**config.mk**
```make
export PLATFORM = sky130hd
export DESIGN_NAME = rtcrw_top
export DESIGN_NICKNAME = d
export VERILOG_FILES = /design/src/core/rtcrw_pkg.sv /design/src/core/rtcrw_unlock.sv /design/src/core/rtcrw_window.sv /design/src/core/rtcrw_top.sv
export SDC_FILE = /design/constraint.sdc
export NUM_CORES = 1
export LEC_CHECK = 0
export ABC_AREA = 1
export BUFFER_PORTS_ARGS = -buffer_cell sky130_fd_sc_hd__buf_4
export CAP_MARGIN = 0
export CORE_MARGIN = 8
export CORE_UTILIZATION = 54
export DETAILED_ROUTE_END_ITERATION = 10
export GPL_ROUTABILITY_DRIVEN = 0
export PLACE_DENSITY = 0.81
export SLEW_MARGIN = 20
export SYNTH_ARGS = -nofsm -noshare
export SYNTH_HDL_FRONTEND = slang
export SYNTH_HIERARCHICAL = 1
export SYNTH_SLANG_ARGS = --single-unit
```
**constraint.sdc**
```tcl
create_clock -name clk_i -period 2.3 [get_ports clk_i]
set_input_delay 0.115 -clock clk_i [delete_from_list [all_inputs] [get_ports clk_i]]
set_output_delay 0.115 -clock clk_i [all_outputs]
set_load 0.05 [all_outputs]
```
**src/core/rtcrw_pkg.sv**
```systemverilog
`default_nettype none
package rtcrw_pkg;

  // Register word indices on the plain port (byte address = 4 * index)
  localparam logic [3:0] ADDR_CONFIG      = 4'h0;
  localparam logic [3:0] ADDR_VALUE_WIN   = 4'h1;
  localparam logic [3:0] ADDR_ALARM_CFG   = 4'h2;
  localparam logic [3:0] ADDR_ALARM_WIN   = 4'h3;
  localparam logic [3:0] ADDR_UNLOCK_KEY  = 4'h4;
  localparam logic [3:0] ADDR_TIME_STATUS = 4'h5;

  // Configuration register fields
  localparam int BIT_MODULE_ENABLE = 15;
  localparam int BIT_UNUSED_14     = 14;
  localparam int BIT_WRITE_ENABLE  = 13;
  localparam int BIT_SYNC_STATUS   = 12;
  localparam int BIT_HALF_SECOND   = 11;
  localparam int BIT_OUTPUT_ENABLE = 10;
  localparam int PTR_HI            = 9;
  localparam int PTR_LO            = 8;
  localparam int CAL_HI            = 7;
  localparam int CAL_LO            = 0;

  localparam logic [15:0] CONFIG_RESET    = 16'h0000;
  localparam logic [15:0] ALARM_CFG_RESET = 16'h0000;
  localparam logic [7:0]  VALUE_RESET     = 8'h00;

  localparam logic [7:0] KEY_FIRST  = 8'h55;
  localparam logic [7:0] KEY_SECOND = 8'hAA;

  // Write-enable setting must follow the key within this many cycles
  localparam int          UNLOCK_WINDOW_CYCLES = 1;
  localparam logic [1:0]  PTR_MIN_SEC          = 2'b00;
  localparam logic [1:0]  PTR_WDAY_HOUR        = 2'b01;
  localparam logic [1:0]  PTR_MONTH_DAY        = 2'b10;
  localparam logic [1:0]  PTR_YEAR             = 2'b11;

  // Calibration: 4 clock pulses per minute per step
  localparam int CAL_PULSES_PER_STEP = 4;

  typedef enum logic [2:0]
  {
    RTCRW_KEY_IDLE  = 3'b001,
    RTCRW_KEY_HALF  = 3'b010,
    RTCRW_KEY_OPEN  = 3'b100
  } rtcrw_key_e;

endpackage : rtcrw_pkg
`default_nettype wire

```
**src/core/rtcrw_unlock.sv**
```systemverilog
`timescale 1ns/1ps
`default_nettype none
module rtcrw_unlock
(
  input  wire logic       clk_i,      // System clock
  input  wire logic       rst_n_i,    // Power-on reset, active low
  input  wire logic       key_wr_i,   // Write to key register
  input  wire logic [7:0] key_data_i, // Key byte
  input  wire logic       any_wr_i,   // Any register write this cycle
  output logic            open_o      // Unlock window open
);

  rtcrw_pkg::rtcrw_key_e state;
  rtcrw_pkg::rtcrw_key_e next_state;

  always_comb
  begin
    next_state = state;
    case (state)
      rtcrw_pkg::RTCRW_KEY_IDLE:
        if (key_wr_i && key_data_i == rtcrw_pkg::KEY_FIRST)
          next_state = rtcrw_pkg::RTCRW_KEY_HALF;
      rtcrw_pkg::RTCRW_KEY_HALF:
        if (key_wr_i && key_data_i == rtcrw_pkg::KEY_SECOND)
          next_state = rtcrw_pkg::RTCRW_KEY_OPEN;
        else if (any_wr_i)
          next_state = rtcrw_pkg::RTCRW_KEY_IDLE;
      rtcrw_pkg::RTCRW_KEY_OPEN:
        // Window lasts one cycle, used or not
        if (key_wr_i && key_data_i == rtcrw_pkg::KEY_FIRST)
          next_state = rtcrw_pkg::RTCRW_KEY_HALF;
        else
          next_state = rtcrw_pkg::RTCRW_KEY_IDLE;
      default:
        next_state = rtcrw_pkg::RTCRW_KEY_IDLE;
    endcase
  end

  always_ff @(posedge clk_i)
  begin
    if (!rst_n_i)
      state <= rtcrw_pkg::RTCRW_KEY_IDLE;
    else
      state <= next_state;
  end

  assign open_o = (state == rtcrw_pkg::RTCRW_KEY_OPEN);

endmodule : rtcrw_unlock
`default_nettype wire

```
**src/core/rtcrw_window.sv**
```systemverilog
`timescale 1ns/1ps
`default_nettype none
module rtcrw_window
#(
  parameter bit ALLOW_RESERVED = 1'b1 // Pointer 11 selects low byte pair
)
(
  input  wire logic        clk_i,     // System clock
  input  wire logic        rst_n_i,   // Power-on reset, active low
  input  wire logic        ptr_wr_i,  // Software loads pointer
  input  wire logic [1:0]  ptr_din_i, // New pointer value
  input  wire logic        step_i,    // Access that steps pointer down
  input  wire logic        wr_i,      // Write of window data
  input  wire logic [15:0] din_i,     // Window write data
  output logic      [1:0]  ptr_o,     // Current pointer
  output logic      [15:0] dout_o,    // Window read data
  output logic      [63:0] regs_o     // All pairs, pair n at [16n+:16]
);

  logic [15:0] pair [4];

  always_ff @(posedge clk_i)
  begin
    if (!rst_n_i)
      ptr_o <= rtcrw_pkg::PTR_MIN_SEC;
    else if (ptr_wr_i)
      ptr_o <= ptr_din_i;
    else if (step_i && ptr_o != rtcrw_pkg::PTR_MIN_SEC)
      ptr_o <= ptr_o - 2'd1;
  end

  genvar g;
  generate
    for (g = 0; g < 4; g++)
    begin : g_pair
      always_ff @(posedge clk_i)
      begin
        if (!rst_n_i)
          pair[g] <= {rtcrw_pkg::VALUE_RESET, rtcrw_pkg::VALUE_RESET};
        else if (wr_i && ptr_o == 2'(g))
        begin
          // Reserved bytes hold nothing
          if (g == 3)
            pair[g] <= ALLOW_RESERVED ? {8'h00, din_i[7:0]} : 16'h0000;
          else
            pair[g] <= din_i;
        end
      end
      assign regs_o[16*g +: 16] = pair[g];
    end
  endgenerate

  assign dout_o = pair[ptr_o];

endmodule : rtcrw_window
`default_nettype wire

```
**src/core/rtcrw_top.sv**
```systemverilog
// Design decisions made here: the strobed register port and the address map.
`timescale 1ns/1ps
`default_nettype none
module rtcrw_top
(
  input  wire logic        clk_i,          // 20 MHz system clock
  input  wire logic        rst_n_i,        // Power-on reset, active low
  input  wire logic [3:0]  addr_i,         // Register word index
  input  wire logic [15:0] wdata_i,        // Write data
  input  wire logic        wr_i,           // Write strobe
  input  wire logic        rd_i,           // Read strobe
  output logic      [15:0] rdata_o,        // Read data, cycle after rd_i
  input  wire logic        half_second_i,  // Second-half phase from counters
  input  wire logic        ripple_i,       // Rollover ripple pending
  output logic             module_enable_o,  // Clock module runs
  output logic             output_enable_o,  // Clock output pin enabled
  output logic signed [9:0] cal_pulses_o,  // Pulses per minute adjustment
  output logic      [63:0] time_regs_o,    // Timekeeping pairs
  output logic      [63:0] alarm_regs_o    // Alarm pairs
);

  logic [15:0] config_reg;
  logic [15:0] alarm_cfg;
  logic        half_clear;
  logic        open;
  logic        wr_cfg;
  logic        wr_val;
  logic        wr_alm;
  logic        wr_acfg;
  logic        rd_val;
  logic        rd_alm;
  logic [1:0]  val_ptr;
  logic [1:0]  alm_ptr;
  logic [15:0] val_dout;
  logic [15:0] alm_dout;
  logic        val_write_ok;
  logic        half_status;

  assign wr_cfg  = wr_i && addr_i == rtcrw_pkg::ADDR_CONFIG;
  assign wr_val  = wr_i && addr_i == rtcrw_pkg::ADDR_VALUE_WIN;
  assign wr_alm  = wr_i && addr_i == rtcrw_pkg::ADDR_ALARM_WIN;
  assign wr_acfg = wr_i && addr_i == rtcrw_pkg::ADDR_ALARM_CFG;
  assign rd_val  = rd_i && addr_i == rtcrw_pkg::ADDR_VALUE_WIN;
  assign rd_alm  = rd_i && addr_i == rtcrw_pkg::ADDR_ALARM_WIN;

  // Full-word port: every window write carries the high byte
  assign val_write_ok = wr_val && config_reg[rtcrw_pkg::BIT_WRITE_ENABLE];

  rtcrw_unlock u_unlock
  (
    .clk_i      (clk_i),
    .rst_n_i    (rst_n_i),
    .key_wr_i   (wr_i && addr_i == rtcrw_pkg::ADDR_UNLOCK_KEY),
    .key_data_i (wdata_i[7:0]),
    .any_wr_i   (wr_i),
    .open_o     (open)
  );

  // Only power-on reset reaches this register
  always_ff @(posedge clk_i)
  begin
    if (!rst_n_i)
      config_reg <= rtcrw_pkg::CONFIG_RESET;
    else if (wr_cfg)
    begin
      // Clearing write enable is always allowed; setting needs the key
      if (!wdata_i[rtcrw_pkg::BIT_WRITE_ENABLE])
        config_reg[rtcrw_pkg::BIT_WRITE_ENABLE] <= 1'b0;
      else if (open)
        config_reg[rtcrw_pkg::BIT_WRITE_ENABLE] <= 1'b1;
      if (config_reg[rtcrw_pkg::BIT_WRITE_ENABLE])
        config_reg[rtcrw_pkg::BIT_MODULE_ENABLE] <=
          wdata_i[rtcrw_pkg::BIT_MODULE_ENABLE];
      config_reg[rtcrw_pkg::BIT_OUTPUT_ENABLE] <=
        wdata_i[rtcrw_pkg::BIT_OUTPUT_ENABLE];
      config_reg[rtcrw_pkg::CAL_HI:rtcrw_pkg::CAL_LO] <=
        wdata_i[rtcrw_pkg::CAL_HI:rtcrw_pkg::CAL_LO];
    end
  end

  always_ff @(posedge clk_i)
  begin
    if (!rst_n_i)
      alarm_cfg <= rtcrw_pkg::ALARM_CFG_RESET;
    else if (wr_acfg)
      alarm_cfg <= wdata_i;
  end

  // Clear holds until the counters enter the next half-second
  always_ff @(posedge clk_i)
  begin
    if (!rst_n_i)
      half_clear <= 1'b0;
    else if (val_write_ok && val_ptr == rtcrw_pkg::PTR_MIN_SEC)
      half_clear <= 1'b1;
    else if (!half_second_i)
      half_clear <= 1'b0;
  end

  assign half_status = half_second_i && !half_clear;

  rtcrw_window #(.ALLOW_RESERVED(1'b1)) u_value
  (
    .clk_i     (clk_i),
    .rst_n_i   (rst_n_i),
    .ptr_wr_i  (wr_cfg),
    .ptr_din_i (wdata_i[rtcrw_pkg::PTR_HI:rtcrw_pkg::PTR_LO]),
    .step_i    (val_write_ok || rd_val),
    .wr_i      (val_write_ok),
    .din_i     (wdata_i),
    .ptr_o     (val_ptr),
    .dout_o    (val_dout),
    .regs_o    (time_regs_o)
  );

  rtcrw_window #(.ALLOW_RESERVED(1'b0)) u_alarm
  (
    .clk_i     (clk_i),
    .rst_n_i   (rst_n_i),
    .ptr_wr_i  (wr_acfg),
    .ptr_din_i (wdata_i[rtcrw_pkg::PTR_HI:rtcrw_pkg::PTR_LO]),
    .step_i    (wr_alm || rd_alm),
    .wr_i      (wr_alm),
    .din_i     (wdata_i),
    .ptr_o     (alm_ptr),
    .dout_o    (alm_dout),
    .regs_o    (alarm_regs_o)
  );

  // Read data sampled before the pointer step takes effect
  always_ff @(posedge clk_i)
  begin
    if (!rst_n_i)
      rdata_o <= 16'h0000;
    else if (rd_i)
    begin
      case (addr_i)
        rtcrw_pkg::ADDR_CONFIG:
          rdata_o <= {config_reg[rtcrw_pkg::BIT_MODULE_ENABLE],
                      1'b0,
                      config_reg[rtcrw_pkg::BIT_WRITE_ENABLE],
                      ripple_i,
                      half_status,
                      config_reg[rtcrw_pkg::BIT_OUTPUT_ENABLE],
                      val_ptr,
                      config_reg[rtcrw_pkg::CAL_HI:rtcrw_pkg::CAL_LO]};
        rtcrw_pkg::ADDR_VALUE_WIN:
          rdata_o <= val_dout;
        rtcrw_pkg::ADDR_ALARM_CFG:
          rdata_o <= {alarm_cfg[15:10], alm_ptr, alarm_cfg[7:0]};
        rtcrw_pkg::ADDR_ALARM_WIN:
          rdata_o <= alm_dout;
        rtcrw_pkg::ADDR_TIME_STATUS:
          rdata_o <= {14'h0000, ripple_i, half_status};
        default:
          rdata_o <= 16'h0000;
      endcase
    end
    else
      rdata_o <= 16'h0000;
  end

  assign module_enable_o = config_reg[rtcrw_pkg::BIT_MODULE_ENABLE];
  assign output_enable_o = config_reg[rtcrw_pkg::BIT_OUTPUT_ENABLE];
  // Signed step count times pulses per step
  assign cal_pulses_o = 10'(signed'(config_reg[7:0]))
                        * 10'(rtcrw_pkg::CAL_PULSES_PER_STEP);

endmodule : rtcrw_top
`default_nettype wire

```
== Word-level counts from Yosys, hierarchy flattened ==
Memory sizes are Yosys's and may differ from the RTL's. A register that Yosys moved wholly into a read port is not among the register bits.
Index checks and enable logic that the tools add are counted.
Storage, ports and cells
  bits in writable memories: 128
  bits of input ports: 26
  flip-flop bits (word level): 51
  logic and storage cells: 127
  latch bits: 0
  memories: 2
  ROM bits: 0
Operators by class
  reductions and logical operators: 35
  bitwise logic cells: 8
  add/sub/neg operators: 2
  shifts and indexed selects: 0
  $mul: 0
  muxes and demuxes: 51
  $lt $le $gt $ge: 0
  div/mod/pow operators: 0
  equal/unequal tests: 20
Memories
  u_alarm.pair: depth 4, width 16, rd ports 5, clocked after Yosys merged registers in 1, write ports 4, line rtcrw_window.sv:20  | logic [15:0] pair [4];
  u_value.pair: depth 4, width 16, rd ports 5, clocked after Yosys merged registers in 1, write ports 4, line rtcrw_window.sv:20
Operators by type and width (count)
  two-way mux 16 bit: 8
  one-hot mux 16 bit (5 select lines): 1
  two-way mux 1 bit: 29
  logical AND 1 bit: 21
  two-way mux 2 bit: 9
  two-way mux 3 bit: 3
  one-hot mux 3 bit (3 select lines): 1
  == test 2 bit, second input constant: 4
  == test 4 x 2 -> 1 bit, second input constant: 2
  == test 4 x 3 -> 1 bit, second input constant: 2
  == test 8 x 7 -> 1 bit, second input constant: 1
  == test 8 bit, second input constant: 1
  OR 1 bit: 8
  AND reduction 2 bit: 4
  nonzero test 2 bit: 4
  inequality test 2 x 1 -> 1 bit, second input constant: 3
  == test 2 x 1 -> 1 bit, second input constant: 2
  == test 4 x 1 -> 1 bit, second input constant: 1
  logical NOT 2 bit: 2
  logical NOT 4 bit: 1
  subtractor 2 x 1 -> 2 bit, second input constant: 2
  == test 3 x 1 -> 1 bit, second input constant: 1
  == test 3 x 2 -> 1 bit, second input constant: 1
  == test 3 bit, second input constant: 1
  3 further kinds: 4

== Depth between registers and ports, before layout ==
  word-level depth: 9
  gate-level depth with buffers: 11
  mapped depth without buffers: 11

== By module ==
The synthesis kept the hierarchy.
Modules (own cells, without submodules)
  rtcrw_window at u_value: sequential area each 1761.7 µm², instances 1, cells each 283, area each 2882.8 µm²
  rtcrw_window at u_alarm: sequential area each 1521.5 µm², instances 1, cells each 261, area each 2461.1 µm²
  rtcrw_top: sequential area each 840.8 µm², instances 1, cells each 310, area each 2113.3 µm²
  rtcrw_unlock: sequential area each 60.1 µm², instances 1, cells each 45, area each 259.0 µm²

== Worst setup path before layout ==
No wires, ideal clock.
  path type: input to register
  from: input addr_i[2]
  to: memory u_alarm.pair[0][0], enable pin
  slack: 0.618 ns
  cell stages on the path: 8
  required time: 1.928 ns
  arrival time: 1.311 ns
  path through: inv_1 nand2_1 nor2_4 buf_4 inv_2 nor2_1 nand2_1 nand2_1
RTL lines
  start, declared: line rtcrw_top.sv:8  | input wire logic [3:0] addr_i,
  end, declared: line rtcrw_window.sv:20

==> metrics.md <==
| Metric | Value |
|---|---|
| Critical path arrival | `1.70 ns` |
| Max Slew Vio Count | `0` |
| CTS Buffer Depth | `2` |
| Largest family of logic cells by synthesized area | `simple AND/OR/NAND/NOR gates` |
| Clk sinks | `around 160` |
| GRT met1 Usage | `26.71%` |
| Clock power share | `approximately two fifths` |
| Die H | `between 100 and 150 um` |
| Sequential area share after synthesis | `54.22%` |
| Diodes inserted | `0` |
| Yosys reg bits | `roughly 160` |
| FP Rows | `43` |
| PwrDens | `between 700 and 800 nW/um^2` |
| Yosys top cell area share | `between 40% and 50%` |
| Endpoint class of the critical path | `flop` |
| ANT nets after route | `0` |
| Crit Path Max Fanout | `16` |
| Post-Synth Adder-Cell Area | `1.135%` |
| Post-synth cell types | `36` |
| Via Count | `6689` |
| Via-to-Cell Ratio | `5.377` |
| WL final | `~22 mm` |
| Effective utilization at floorplan | `55.37%` |
| Hold Path Class | `input port to flop` |
| Largest net degree at the start of global routing | `36` |
| Final TNS setup | `0 ns` |
| HPWL Detailed | `approximately 16 mm` |
| # setup viols final | `0` |
| Period utilisation layout | `69.56%` |
| CP startpoint | `config_reg[13]` |
| Pre-CTS WS | `0.4370 ns` |
| Fin. Hold Viols | `0` |
| P_sw | `~0.0019 W` |
| Req. time, crit path | `2.40 ns` |
| Post-Synth Simple-Gate Area | `between 20% and 30%` |
| Worst slew pin tran | `about 0.67 ns` |
| Top flop regs | `u_value/pair (56), u_alarm/pair (48), rdata_o (16)` |
| Vias in the first global route | `approximately 6300` |
| Global Route met3 Usage | `6.083%` |
| Number of flip-flops in the largest register | `56` |
| Reg power frac | `between 40 and 50%` |
| Die Area | `approximately 18000 um^2` |
| Buffers on Ports | `approximately 160` |
| CORE AREA | `between 10000 and 15000 um^2` |
| Logic pwr share | `14.7%` |
| Sw frac | `between 20% and 30%` |
| LEAKAGE | `between 4 and 5 nW` |
| Synth Area in XOR/XNOR | `0%` |
| # DRC | `0` |
| First-pass GRT wire length | `between 30 and 40 mm` |
| Skew final | `~0.0062 ns` |
| Design Power | `0.006705 W` |
| Die W | `between 100 and 150 um` |
| EDFF count, synth | `104` |
| Async S/R FF share, synth | `0%` |
| Synthesized area | `7716 um^2` |
| Layout net count | `about 1100` |
| Setup crit start kind | `flop` |
| Peak Freq | `625.0 MHz` |
| Post-synth top cells | `nor2_1 (235), nand2_1 (161), edfxtp_1 (104)` |
| CTS Hold Bufs | `12` |
| Number of buffers created by CTS | `17` |
| Initial antenna violation count | `0` |
| Hold Path Origin | `wdata_i[3]` |
| Most frequent cell after synthesis | `nor2_1` |
| CTS tree | `done` |
| Cell Int Power | `0.004850 W` |
| Synthesized instance count | `approximately 900` |
| Ys Warns | `6` |
| Synth Flop Type | `edfxtp_1` |
| Root Driver | `clkbuf_16` |
| Clk slew on worst S/H paths | `around 0.060 ns` |
| GRT Resource Usage Total | `23.36%` |
| Slew headroom | `55.29%` |
| Top Usage Layer GRT | `met2` |
| Worst skew pair latency | `around 0.42 ns` |
| Compound-cell area share of the yosys netlist | `5.919%` |
| H-tree depth | `4` |
| Status | `finished, final reports clean` |
| Share of cells above drive strength 1 | `between 20% and 30%` |
| Final WS setup | `0.7001 ns` |
| I/O Pins | `~180` |
| P&R area growth vs syn | `22.12%` |
| Met2 Usage GRT | `between 40% and 50%` |
| Crit Path Category | `flop to flop` |
| RR Startpoint | `config_reg[13]` |
| Setup repair bufs after CTS | `0` |
| Grt total ovfl | `0` |
| Synth area leaders | `edfxtp_1 (40%), dfxtp_1 (14%), nor2_1 (11%)` |
| Routed WL per cell | `roughly 18 um` |
| Total iterations of the first detailed-routing run | `5` |
| Top reg by flops | `u_value/pair` |
| Synth area leader | `edfxtp_1` |
| Post-CTS sizing | `0` |
| Mux cell area share after synthesis | `0%` |
| RSZ-0062 raised after global routing | `no` |
| Iteration-0 DRC Markers | `approximately 700` |
| Max VDD drop | `slightly below 0.5 mV` |
| Max-cap viol count | `0` |
| Final worst path period need | `roughly 1.6 ns` |
| Syn avg cell area | `between 8 and 9 um^2` |
## cell type report
cell class,count,area [um^2]
inverter,71,272.8
timing repair buffer,184,1411
clock inverter,11,73.82
clock buffer,21,460.4
tap,180,225.2
multi-input combinational,620,2795
fill,1104,4512
sequential,157,4184
## path summary, 6_finish.rpt
kind	end	slack (ns)	depth (start not counted)
max	u_value/pair[1][3]	0.70	6
min	alarm_cfg[3]	0.01	3
max reg2reg	u_value/pair[1][3]	0.70	6
min reg2reg	half_clear	0.46	2
## stage by stage
stage	util [%]	hold WS (ns)	cells	cell area (um^2)
2_1_floorplan	-	0.1874	922	7802
3_3_place_gp	62.93	0.3981	1200	8768
3_5_place_dp	62.93	0.3995	1200	8768
4_1_cts	67.62	0.0006911	1244	9423
5_1_grt	67.62	0.003721	1244	9423
6_report	67.62	0.01368	1244	9423
## per-layer routing
| layer | vias to the layer above | share of wire (%) |
|---|---|---|
| met3 | 47 | 10 |
| met1 | 3113 | 37 |
| li1 | 3129 | - |
| met5 | - | 0 |
| met4 | 0 | 2.9 |
| met2 | 400 | 50 |
## cell families (layout without fill, tap and decap cells)
family,Yosys count,after routing
buffers and inverters,145,287
DFF,157,157
AOI/OAI and AO/OA,80,80
and+or+nand+nor,507,507
other,3,26
adders and majority gates,7,7
## critical path, cell delays in order, from the launching register on
cell and delay [ns]:
dfxtp_1 0.41, nand2_1 0.09, nor2_1 0.13, buf_4 0.21
nand2_1 0.08, nand2_1 0.07, buf_4 0.27
## placed cells by master, fill, tap and decap left out, types with 2 or more instances in the layout
| cell | instances |
|---|---|
| a21oi_1 | 9 |
| a21oi_2 | 9 |
| buf_4 | 172 |
| clkbuf_1 | 2 |
| clkbuf_16 | 17 |
| clkbuf_8 | 2 |
| clkinv_1 | 5 |
| clkinv_2 | 6 |
| conb_1 | 26 |
| dfxtp_1 | 53 |
| dlygate4sd3_1 | 12 |
| edfxtp_1 | 104 |
| ha_1 | 7 |
| inv_1 | 62 |
| inv_2 | 7 |
| nand2_1 | 161 |
| nand2_2 | 9 |
| nand3_1 | 76 |
| nand3_4 | 4 |
| nand4_1 | 2 |
| nor2_1 | 235 |
| nor2_2 | 10 |
| nor2_4 | 3 |
| o21a_1 | 8 |
| o21ai_0 | 27 |
| o21ai_1 | 26 |
## power groups by stage
stage	Clock [W]	Combinational (W)	Sequential, W
after global routing	0.00267	0.00103	0.00318
after floorplan	0	0.000382	0.00352
after global placement	0	0.000952	0.00322
after detailed placement	0	0.000958	0.00322
final	0.00256	0.000983	0.00316
after CTS	0.00257	0.000979	0.00317
Power figures use the tool's default switching activity.
